### config.mk
export PLATFORM = sky130hd
export DESIGN_NAME = eria_top
export DESIGN_NICKNAME = d
export VERILOG_FILES = /design/src/eria_pkg.sv /design/src/eria_ptr.sv /design/src/eria_top.sv
export VERILOG_INCLUDE_DIRS = /design/src
export SDC_FILE = /design/constraint.sdc
export NUM_CORES = 1
export LEC_CHECK = 0
export ABC_AREA = 1
export BUFFER_PORTS_ARGS = -buffer_cell sky130_fd_sc_hd__buf_2
export CORE_MARGIN = 3
export CORE_UTILIZATION = 50
export DETAILED_ROUTE_END_ITERATION = 10
export HOLD_SLACK_MARGIN = 0.06
export PLACE_DENSITY = 0.74
export SLEW_MARGIN = 40
export SYNTH_ARGS = -nofsm -noshare
export SYNTH_HDL_FRONTEND = slang
export SYNTH_HIERARCHICAL = 1
export SYNTH_SLANG_ARGS = --single-unit
### constraint.sdc
create_clock -name i_ref_clk -period 2.3 [get_ports i_ref_clk]
set_input_delay 0.46 -clock i_ref_clk [delete_from_list [all_inputs] [get_ports i_ref_clk]]
set_output_delay 0.46 -clock i_ref_clk [all_outputs]
set_load 0.01 [all_outputs]
### src/eria_regs.svh
`ifndef ERIA_REGS_SVH
`define ERIA_REGS_SVH

// ------------------------------------------------------------
// Management addresses
// ------------------------------------------------------------
`define ERIA_ADDR_CTRL 5'h0D
`define ERIA_ADDR_ADDR_DATA 5'h0E
`define ERIA_DIRECT_TOP 16'h001F

// ------------------------------------------------------------
// Control register fields
// ------------------------------------------------------------
`define ERIA_CTRL_FN_HI 15
`define ERIA_CTRL_FN_LO 14
`define ERIA_CTRL_DEV_HI 4
`define ERIA_CTRL_DEV_LO 0
`define ERIA_DEV_OWN 5'h1F

// ------------------------------------------------------------
// Reset values
// ------------------------------------------------------------
`define ERIA_RST_FN 2'h0
`define ERIA_RST_DEV 5'h00
`define ERIA_RST_PTR 16'h0000
`define ERIA_RST_DATA 16'h0000

`endif

### src/eria_pkg.sv
package eria_pkg;

    // Access function held in the control register
    typedef enum logic [1:0] {
        ERIA_FN_ADDR = 2'h0,
        ERIA_FN_DATA = 2'h1,
        ERIA_FN_INC_RW = 2'h2,
        ERIA_FN_INC_WR = 2'h3
    } eria_fn_t;

endpackage

### src/eria_ptr.sv
`timescale 1ns/1ps
`include "eria_regs.svh"

module eria_ptr (
    // Clock and reset
    input wire logic i_ref_clk,
    input wire logic i_arst_n,
    // Update controls
    input wire logic i_load,
    input wire logic [15:0] i_load_val,
    input wire logic i_inc,
    // Pointer value
    output logic [15:0] o_ptr
);

    logic [15:0] ptr_q;
    logic [15:0] ptr_d;

    // Load takes priority; the increment wraps at sixteen bits
    assign ptr_d = i_load ? i_load_val : (i_inc ? 16'(ptr_q + 16'h0001) : ptr_q);

    always_ff @(posedge i_ref_clk or negedge i_arst_n) begin
        if (!i_arst_n) begin
            ptr_q <= `ERIA_RST_PTR;
        end else begin
            ptr_q <= ptr_d;
        end
    end

    assign o_ptr = ptr_q;

endmodule

### src/eria_top.sv
`timescale 1ns/1ps
`include "eria_regs.svh"

// Functional notes
// - The control register sits at management address 0x0D and the address/data register at 0x0E, the only way in.
// - Extended registers above 0x1F are reached only through the pointer behind the address/data register.
// - With function code 00 a write to the address/data register loads the pointer with the written value.
// - With function code 01 an address/data access reaches the pointed register and leaves the pointer alone.
// - With function code 10 the pointed register is accessed and the pointer steps after every read and write.
// - With function code 11 the pointer steps after writes only and stays put after reads.
// - A five-bit target field is held and indirect accesses act only when it is all ones, else they are ignored.
// - Control bits 13:5 ignore writes and read as zero.
module eria_top (
    // Clock and reset
    input wire logic i_ref_clk,
    input wire logic i_arst_n,
    // Management register port
    input wire logic i_reg_wr,
    input wire logic i_reg_rd,
    input wire logic [4:0] i_reg_addr,
    input wire logic [15:0] i_reg_wdata,
    output logic [15:0] o_reg_rdata,
    output logic o_reg_rvalid,
    // Extended register port
    output logic o_ext_wr,
    output logic o_ext_rd,
    output logic [15:0] o_ext_addr,
    output logic [15:0] o_ext_wdata,
    input wire logic [15:0] i_ext_rdata
);

    // ------------------------------------------------------------
    // State
    // ------------------------------------------------------------
    eria_pkg::eria_fn_t fn_q;
    eria_pkg::eria_fn_t fn_d;
    logic [4:0] dev_q;
    logic [4:0] dev_d;
    logic [15:0] ptr;
    logic ext_wr_q;
    logic ext_rd_q;
    logic [15:0] ext_addr_q;
    logic [15:0] ext_wdata_q;
    logic rd_pend_q;
    logic ext_sel_q;
    logic [15:0] local_q;
    logic [15:0] rdata_q;
    logic rvalid_q;

    // ------------------------------------------------------------
    // Decode nets
    // ------------------------------------------------------------
    logic acc_wr;
    logic acc_rd;
    logic hit_ctrl;
    logic hit_ad;
    logic dev_ok;
    logic fn_addr;
    logic ad_wr;
    logic ad_rd;
    logic ext_wr_go;
    logic ext_rd_go;
    logic ptr_load;
    logic inc_rw;
    logic inc_wo;
    logic ptr_inc;
    logic ctrl_wr;
    logic [15:0] ctrl_rd_val;
    logic [15:0] ad_rd_val;
    logic [15:0] local_d;

    // ------------------------------------------------------------
    // Decode
    // ------------------------------------------------------------
    // A read and a write in the same cycle: the write wins, the read is dropped
    assign acc_wr = i_reg_wr;
    assign acc_rd = i_reg_rd && !i_reg_wr;
    assign hit_ctrl = (i_reg_addr == `ERIA_ADDR_CTRL);
    assign hit_ad = (i_reg_addr == `ERIA_ADDR_ADDR_DATA);
    assign dev_ok = (dev_q == `ERIA_DEV_OWN);
    assign fn_addr = (fn_q == eria_pkg::ERIA_FN_ADDR);
    assign ad_wr = acc_wr && hit_ad && dev_ok;
    assign ad_rd = acc_rd && hit_ad && dev_ok;
    // Only these two strobes ever reach the extended space
    assign ext_wr_go = ad_wr && !fn_addr;
    assign ext_rd_go = ad_rd && !fn_addr;
    assign ptr_load = ad_wr && fn_addr;
    assign inc_rw = (fn_q == eria_pkg::ERIA_FN_INC_RW);
    assign inc_wo = (fn_q == eria_pkg::ERIA_FN_INC_WR);
    // Code 01 never steps the pointer
    assign ptr_inc = (ext_wr_go && (inc_rw || inc_wo)) || (ext_rd_go && inc_rw);

    // Control write: middle bits are dropped on the floor
    assign ctrl_wr = acc_wr && hit_ctrl;
    assign fn_d = ctrl_wr ? eria_pkg::eria_fn_t'(i_reg_wdata[`ERIA_CTRL_FN_HI:`ERIA_CTRL_FN_LO]) : fn_q;
    assign dev_d = ctrl_wr ? i_reg_wdata[`ERIA_CTRL_DEV_HI:`ERIA_CTRL_DEV_LO] : dev_q;

    // Local read value: middle control bits read back as zero
    assign ctrl_rd_val = {fn_q, 9'h000, dev_q};
    // Under code 00 the address/data register reads back the pointer
    assign ad_rd_val = (dev_ok && fn_addr) ? ptr : 16'h0000;
    // Taken at the request edge, so a control write just after a read cannot leak into its answer
    assign local_d = hit_ctrl ? ctrl_rd_val : (hit_ad ? ad_rd_val : 16'h0000);

    // ------------------------------------------------------------
    // Pointer
    // ------------------------------------------------------------
    // The old pointer is captured for the access in the same edge that steps it,
    // so the increment always lands after the access it belongs to.
    eria_ptr u_ptr (
        .i_ref_clk(i_ref_clk),
        .i_arst_n(i_arst_n),
        .i_load(ptr_load),
        .i_load_val(i_reg_wdata),
        .i_inc(ptr_inc),
        .o_ptr(ptr)
    );

    // ------------------------------------------------------------
    // Control register
    // ------------------------------------------------------------
    always_ff @(posedge i_ref_clk or negedge i_arst_n) begin
        if (!i_arst_n) begin
            fn_q <= eria_pkg::eria_fn_t'(`ERIA_RST_FN);
        end else begin
            fn_q <= fn_d;
        end
    end

    always_ff @(posedge i_ref_clk or negedge i_arst_n) begin
        if (!i_arst_n) begin
            dev_q <= `ERIA_RST_DEV;
        end else begin
            dev_q <= dev_d;
        end
    end

    // ------------------------------------------------------------
    // Extended access strobes
    // ------------------------------------------------------------
    always_ff @(posedge i_ref_clk or negedge i_arst_n) begin
        if (!i_arst_n) begin
            ext_wr_q <= 1'b0;
            ext_rd_q <= 1'b0;
        end else begin
            ext_wr_q <= ext_wr_go;
            ext_rd_q <= ext_rd_go;
        end
    end

    // Address and data hold after the strobe, so a slow far side may still use them
    always_ff @(posedge i_ref_clk or negedge i_arst_n) begin
        if (!i_arst_n) begin
            ext_addr_q <= `ERIA_RST_PTR;
        end else if (ext_wr_go || ext_rd_go) begin
            ext_addr_q <= ptr;
        end
    end

    always_ff @(posedge i_ref_clk or negedge i_arst_n) begin
        if (!i_arst_n) begin
            ext_wdata_q <= `ERIA_RST_DATA;
        end else if (ext_wr_go) begin
            ext_wdata_q <= i_reg_wdata;
        end
    end

    // ------------------------------------------------------------
    // Read return, two cycles after the request
    // ------------------------------------------------------------
    // The extended side answers combinationally while o_ext_rd is high
    always_ff @(posedge i_ref_clk or negedge i_arst_n) begin
        if (!i_arst_n) begin
            rd_pend_q <= 1'b0;
            ext_sel_q <= 1'b0;
            rvalid_q <= 1'b0;
        end else begin
            rd_pend_q <= acc_rd;
            ext_sel_q <= ext_rd_go;
            rvalid_q <= rd_pend_q;
        end
    end

    always_ff @(posedge i_ref_clk or negedge i_arst_n) begin
        if (!i_arst_n) begin
            local_q <= `ERIA_RST_DATA;
        end else begin
            local_q <= local_d;
        end
    end

    // Read data holds between answers
    always_ff @(posedge i_ref_clk or negedge i_arst_n) begin
        if (!i_arst_n) begin
            rdata_q <= `ERIA_RST_DATA;
        end else if (rd_pend_q) begin
            rdata_q <= ext_sel_q ? i_ext_rdata : local_q;
        end
    end

    // ------------------------------------------------------------
    // Outputs, register port
    // ------------------------------------------------------------
    assign o_reg_rdata = rdata_q;
    assign o_reg_rvalid = rvalid_q;

    // ------------------------------------------------------------
    // Outputs, extended port
    // ------------------------------------------------------------
    assign o_ext_wr = ext_wr_q;
    assign o_ext_rd = ext_rd_q;
    assign o_ext_addr = ext_addr_q;
    assign o_ext_wdata = ext_wdata_q;

endmodule

# Yosys cells after proc, flatten, opt, wreduce, memory -nomap -nowiden
# Cells that the tools add are included.
[word_totals]
regBits = 91
romBits = 0
mem_bits_rw = 0
n_memories = 0
latch_bits = 0
word_cells = 42
out_inout_bits = 51
inputBits = 41
[classes]
bitwise_logic = 0
magnitude_cmp = 0
shifts = 0
mul = 0
mux = 6
addsub = 1
n_eq_ne = 5
n_reduce_logical = 19
n_div = 0
[op_table]
columns = ["operator", "n"]
rows = [
  ["two-way mux 16 bit", 6],
  ["adder 16 x 1 -> 16 bit (second input constant)", 1],
  ["logical AND 1 bit", 12],
  ["equality test 5 x 4 -> 1 bit (second input constant)", 2],
  ["equality test 5 bit (second input constant)", 1],
  ["equality test 2 bit (second input constant)", 2],
  ["logical OR 1 bit", 3],
  ["logical NOT 1 bit", 2],
  ["logical NOT 2 bit", 1],
  ["nonzero test 2 bit", 1],
]

# Logic depth before layout (Yosys ltp)
[logic_depth]
ltp_word = 9
ltp_mapped = 15
mapped_depth_nobuf = 14

# Modules after synthesis
# The synthesis kept the hierarchy.
[modules_own_cells]
columns = ["mod", "area_each_um2", "instances", "cells_each", "seq_area_each_um2"]
rows = [
  ["eria_top", 3229.3, 1, 342, 1876.8],
  ["eria_ptr", 1034.7, 1, 141, 400.4],
]

# Worst setup path after synthesis
# No wires, ideal clock.
[synth_timing]
path_type = "input -> register"
start = "input port i_reg_addr[3]"
end = "register u_ptr.ptr_q[10], in the netlist u_ptr/o_ptr[10]"
n_path_buf = 1
t_arrival_ns = 1.745
slack_ns = 0.432
stages = 10
setup_time_ns = 0.123
required_time_ns = 2.177
cell_sequence = "nand2_1 > nor2_1 > nand2_1 > nor2_4 > nand2_1 > a21oi_1 > nor2_1 > buf_6 > a22oi_1 > nand2_1"
[synth_between]
elab_chain_cells = 7
word_cells_on_any_way = 13
classes_between = "eq/ne (1); mux (1); reduce/logical (11)"
[synth_lines]
columns = ["element", "line_no", "source"]
rows = [
  ["start, declared", "eria_top.sv:20", "input wire logic [4:0] i_reg_addr,"],
  ["equality test 5 x 4 -> 1 bit (no line) (*)", "n/a", ""],
  ["logical AND 1 bit, on equally long branches (2 in a row)", "eria_top.sv:82, eria_top.sv:83", ""],
  ["logical AND 1 bit, on equally long branches", "eria_top.sv:85, eria_top.sv:86", ""],
  ["logical AND 1 bit", "eria_top.sv:91", "assign ptr_inc = (ext_wr_go && (inc_rw || inc_wo)) || (ext_rd_go && inc_rw);"],
  ["logical OR 1 bit (*)", "eria_top.sv:91", ""],
  ["net ptr_inc", "eria_top.sv:66", "logic ptr_inc;"],
  ["nonzero test 2 bit (no line) (*)", "n/a", ""],
  ["end signal, assigned", "eria_ptr.sv:24", "ptr_q <= `ERIA_RST_PTR;"],
  ["end signal, assigned", "eria_ptr.sv:26", "ptr_q <= ptr_d;"],
  ["end, declared", "eria_ptr.sv:16", "logic [15:0] ptr_q;"],
]
# The timed path passes the listed nets; every way through them passes the cells marked *.
# A chain may end at the register's enable or synchronous reset.

# Worst setup path in the final report
[layout_timing]
start = "register dev_q[3]"
end = "register u_ptr.ptr_q[12], in the netlist u_ptr/o_ptr[12]"
[layout_between]
elab_chain_cells = 6
word_cells_on_any_way = 11
classes_between = "eq/ne (1); mux (1); reduce/logical (9)"
[layout_lines]
columns = ["element", "line_no", "source"]
rows = [
  ["start, declared", "eria_top.sv:37", "logic [4:0] dev_q;"],
  ["start signal, assigned", "eria_top.sv:132", "dev_q <= `ERIA_RST_DEV;"],
  ["start signal, assigned", "eria_top.sv:134", "dev_q <= dev_d;"],
  ["equality test 5 bit (no line) (*)", "n/a", ""],
  ["logical AND 1 bit, on equally long branches", "eria_top.sv:82, eria_top.sv:83", ""],
  ["logical AND 1 bit, on equally long branches", "eria_top.sv:85, eria_top.sv:86", ""],
  ["logical AND 1 bit", "eria_top.sv:91", ""],
  ["logical OR 1 bit (*)", "eria_top.sv:91", ""],
  ["net ptr_inc", "eria_top.sv:66", ""],
  ["nonzero test 2 bit (no line) (*)", "n/a", ""],
]
# Marks and branches as above.

==> results.md <==
* Top-area cell type share of the netlist area at 0.5340
* Register area at 2277 um^2
* Clk sink count at ~90
* Mapped cell area at 4264 um^2
* Max VDD drop at approximately 0.33 mV
* Nets at 612
* Tot Pwr at 0.003054 W
* TritonCTS clock tree: done
* Post-route setup TNS at 0 ps
* Area of the multi-input gates at 1668 um^2
* Avg Cell Area, Syn at 8.828 um^2
* Initial Utilization at 0.5164
* Design area at between 4000 and 5000 um^2
* Layout area overhead at 16.49%
* Final Max Slew Viols at 0
* Placed instance area at between 4000 and 5000 um^2
* Root buf cell: clkbuf_8
* Worst skew pair latency at 350 ps
* Synth Instances at roughly 480
* MaxCap Viol Count at 0
* Final Hold Viols at 0
* Die Height at 98.35 um
* Cts repair resizes at 0
* Clock Path Buffers at 2
* Max frequency at between 0.4 and 0.5 GHz
* Layout cell share with drive strength beyond 1 at 0.2422
* Synth cell count leaders: nand2_1, dfrtp_1, nor2_1
* Placed Cells incl. Taps at 663
* CP endpoint kind: flop
* DRC Markers at 0
* Worst setup path category: reg -> reg
* Worst EP arrival at 2350 ps
* DP Worst Slack at 92.41 ps
* Ports at 92
* Largest cells by area after synthesis: dfrtp_1, nand2_1, nand3_1
* Final worst slack at 239.9 ps
* Num CTS Buffers at 9
* Predominant post-synthesis flop cell: dfrtp_1
* Vias in the first global route at 3450
* DRT iter0 DRCs at 232
* Power per Cell Area at 614.9 nW/um^2
* Die width at roughly 98 um
* Initial antenna violation count at 0
* GPL Wtd Cong at 0.8780
* Post-CTS Setup Inserts at 0
* Port Buffer Count at a little over 90
* RSZ-0062 raised after global routing: no
* Max H-tree Level at 3
* Total track usage at 0.2062
* Pin count of the biggest net entering global routing at 74
* Seq/Total Area, Yosys at 0.5340
* HP Class: in -> reg
* Leak at 2.536 nW
* Vias at 3542
* Min Tclk post-route at 2060 ps
* Row cnt at 33
* Post-DP HPWL at about 6.8 mm
* Critical Path Source Type: flop
* DIE AREA at 9673 um^2
* Synth Warn # at 6
* EDFF count, synth at 0
* CP max FO at 10
* First-pass GRT wire length at 16.24 mm
* Worst Skew at 11.03 ps
* Grt total ovfl at 0
* Worst EP required at around 2600 ps
* Run status: complete, no violations
* Diode count at 0
* Final ANT Viol Nets at 0
* Period utilization at 0.8957
* Final setup viols at 0
* Worst slew pin tran at 640.0 ps
* Max-slew headroom at 0.5729
* Syn_nets at 525
* Asr flop ratio synth at 1.000
* Most common cell in the synthesized netlist: nand2_1
* Non-filler cells, final at 679
* Largest area contributor in the netlist: dfrtp_1
* CORE AREA at 8258 um^2
* Hold-fix buffers at CTS at 1
* Flops & latches, synth at 91
* Netlist cell types at 30
* Fill cells at 742
* Routed WL at roughly 9.4 mm
* Worst-path clk slew at around 90 ps
* Routed wire per std cell at 13.85 um
* Vias per Instance at 5.216
* Pre-antenna DRT Iters at 5
## power breakdown
group          total [W]  leakage, nW  internal (W)  switching (W)
Clock            0.00105       0.0954      0.000527       0.000528
Sequential       0.00170         1.23       0.00166      0.0000429
Combinational   0.000298         1.21      0.000104       0.000194
## cell families (layout without fill, tap and decap cells)
group	Yosys count	count (layout)	share of synthesized area
compound gates	76	76	0.1235
xor+xnor	6	6	0.01233
fa+ha+maj	1	1	0.002934
buf+inv	67	158	0.07541
flops	91	91	0.5340
simple gates	242	242	0.2518
## flip-flops by register name (all words and copies together) (netlist names), 2 cells and up
name	count
o_ext_addr	16
o_reg_rdata	16
dev_q	5
o_ext_wdata	16
u_ptr/o_ptr	16
fn_q	2
local_q	16
## per-layer routing
layer | vias up | global-route usage | share of wire
li1 | 1761 | - | -
met1 | 1644 | 0.2858 | 0.46
met2 | 122 | 0.3229 | 0.46
met3 | 15 | 0.04786 | 0.060
met4 | 0 | 0.06723 | 0.017
met5 | - | 0 | 0
## stage by stage
step                      hold WS (ps)  utilization
after floorplan                  164.4            -
after global placement           352.3       0.5767
after detailed placement         349.0       0.5767
after CTS                        309.2       0.6012
after global routing             315.0       0.6015
final                            322.4       0.6015
## worst max-delay path, cell delays in order, from the launching register on
cell and delay, ps:
dfrtp_1 410, inv_1 70, nor2_1 100, nand2_1 90, nor2_4 210, nand2_1 100
a21oi_1 260, buf_4 170, nand2_2 90, inv_2 160, nand2_1 100, o21ai_0 90
nand2_1 70, nand2_1 60
## worst paths after layout
path | start | endpoint | slack (ps) | depth (start not counted)
max in group asynchronous | i_arst_n | u_ptr/o_ptr[7] | 1160 | 3
min in group asynchronous | i_arst_n | o_reg_rdata[15] | 510 | 2
setup reg to reg | dev_q[3] | u_ptr/o_ptr[12] | 240 | 13
setup / recovery | dev_q[3] | u_ptr/o_ptr[12] | 240 | 13
hold / removal | i_reg_wdata[8] | o_ext_wdata[8] | 320 | 3
hold reg to reg | o_ext_wdata[13] | o_ext_wdata[13] | 480 | 2
## cells in the final DEF, fill, tap and decap left out, types with 3 or more instances in the layout
cell type	instances
a21oi_1	4
a22oi_1	12
a31oi_1	16
buf_2	90
buf_4	7
clkbuf_8	10
dfrtp_1	91
inv_1	39
inv_2	3
nand2_1	144
nand2_2	5
nand3_1	37
nor2_1	42
nor2_2	3
nor2_4	5
o2111ai_1	16
o21ai_0	13
o21ai_1	4
o21ai_2	7
xnor2_1	3
xor2_1	3
## final cells by class
type                       count  share of cell area
inverter                      44             0.03325
timing repair buffer          99              0.1073
sequential                    91              0.4584
multi-input combinational    325              0.3358
tap                          105             0.02645
clock buffer                  11             0.02846
clock inverter                 4             0.01033
(Power assumes the default switching activity.)
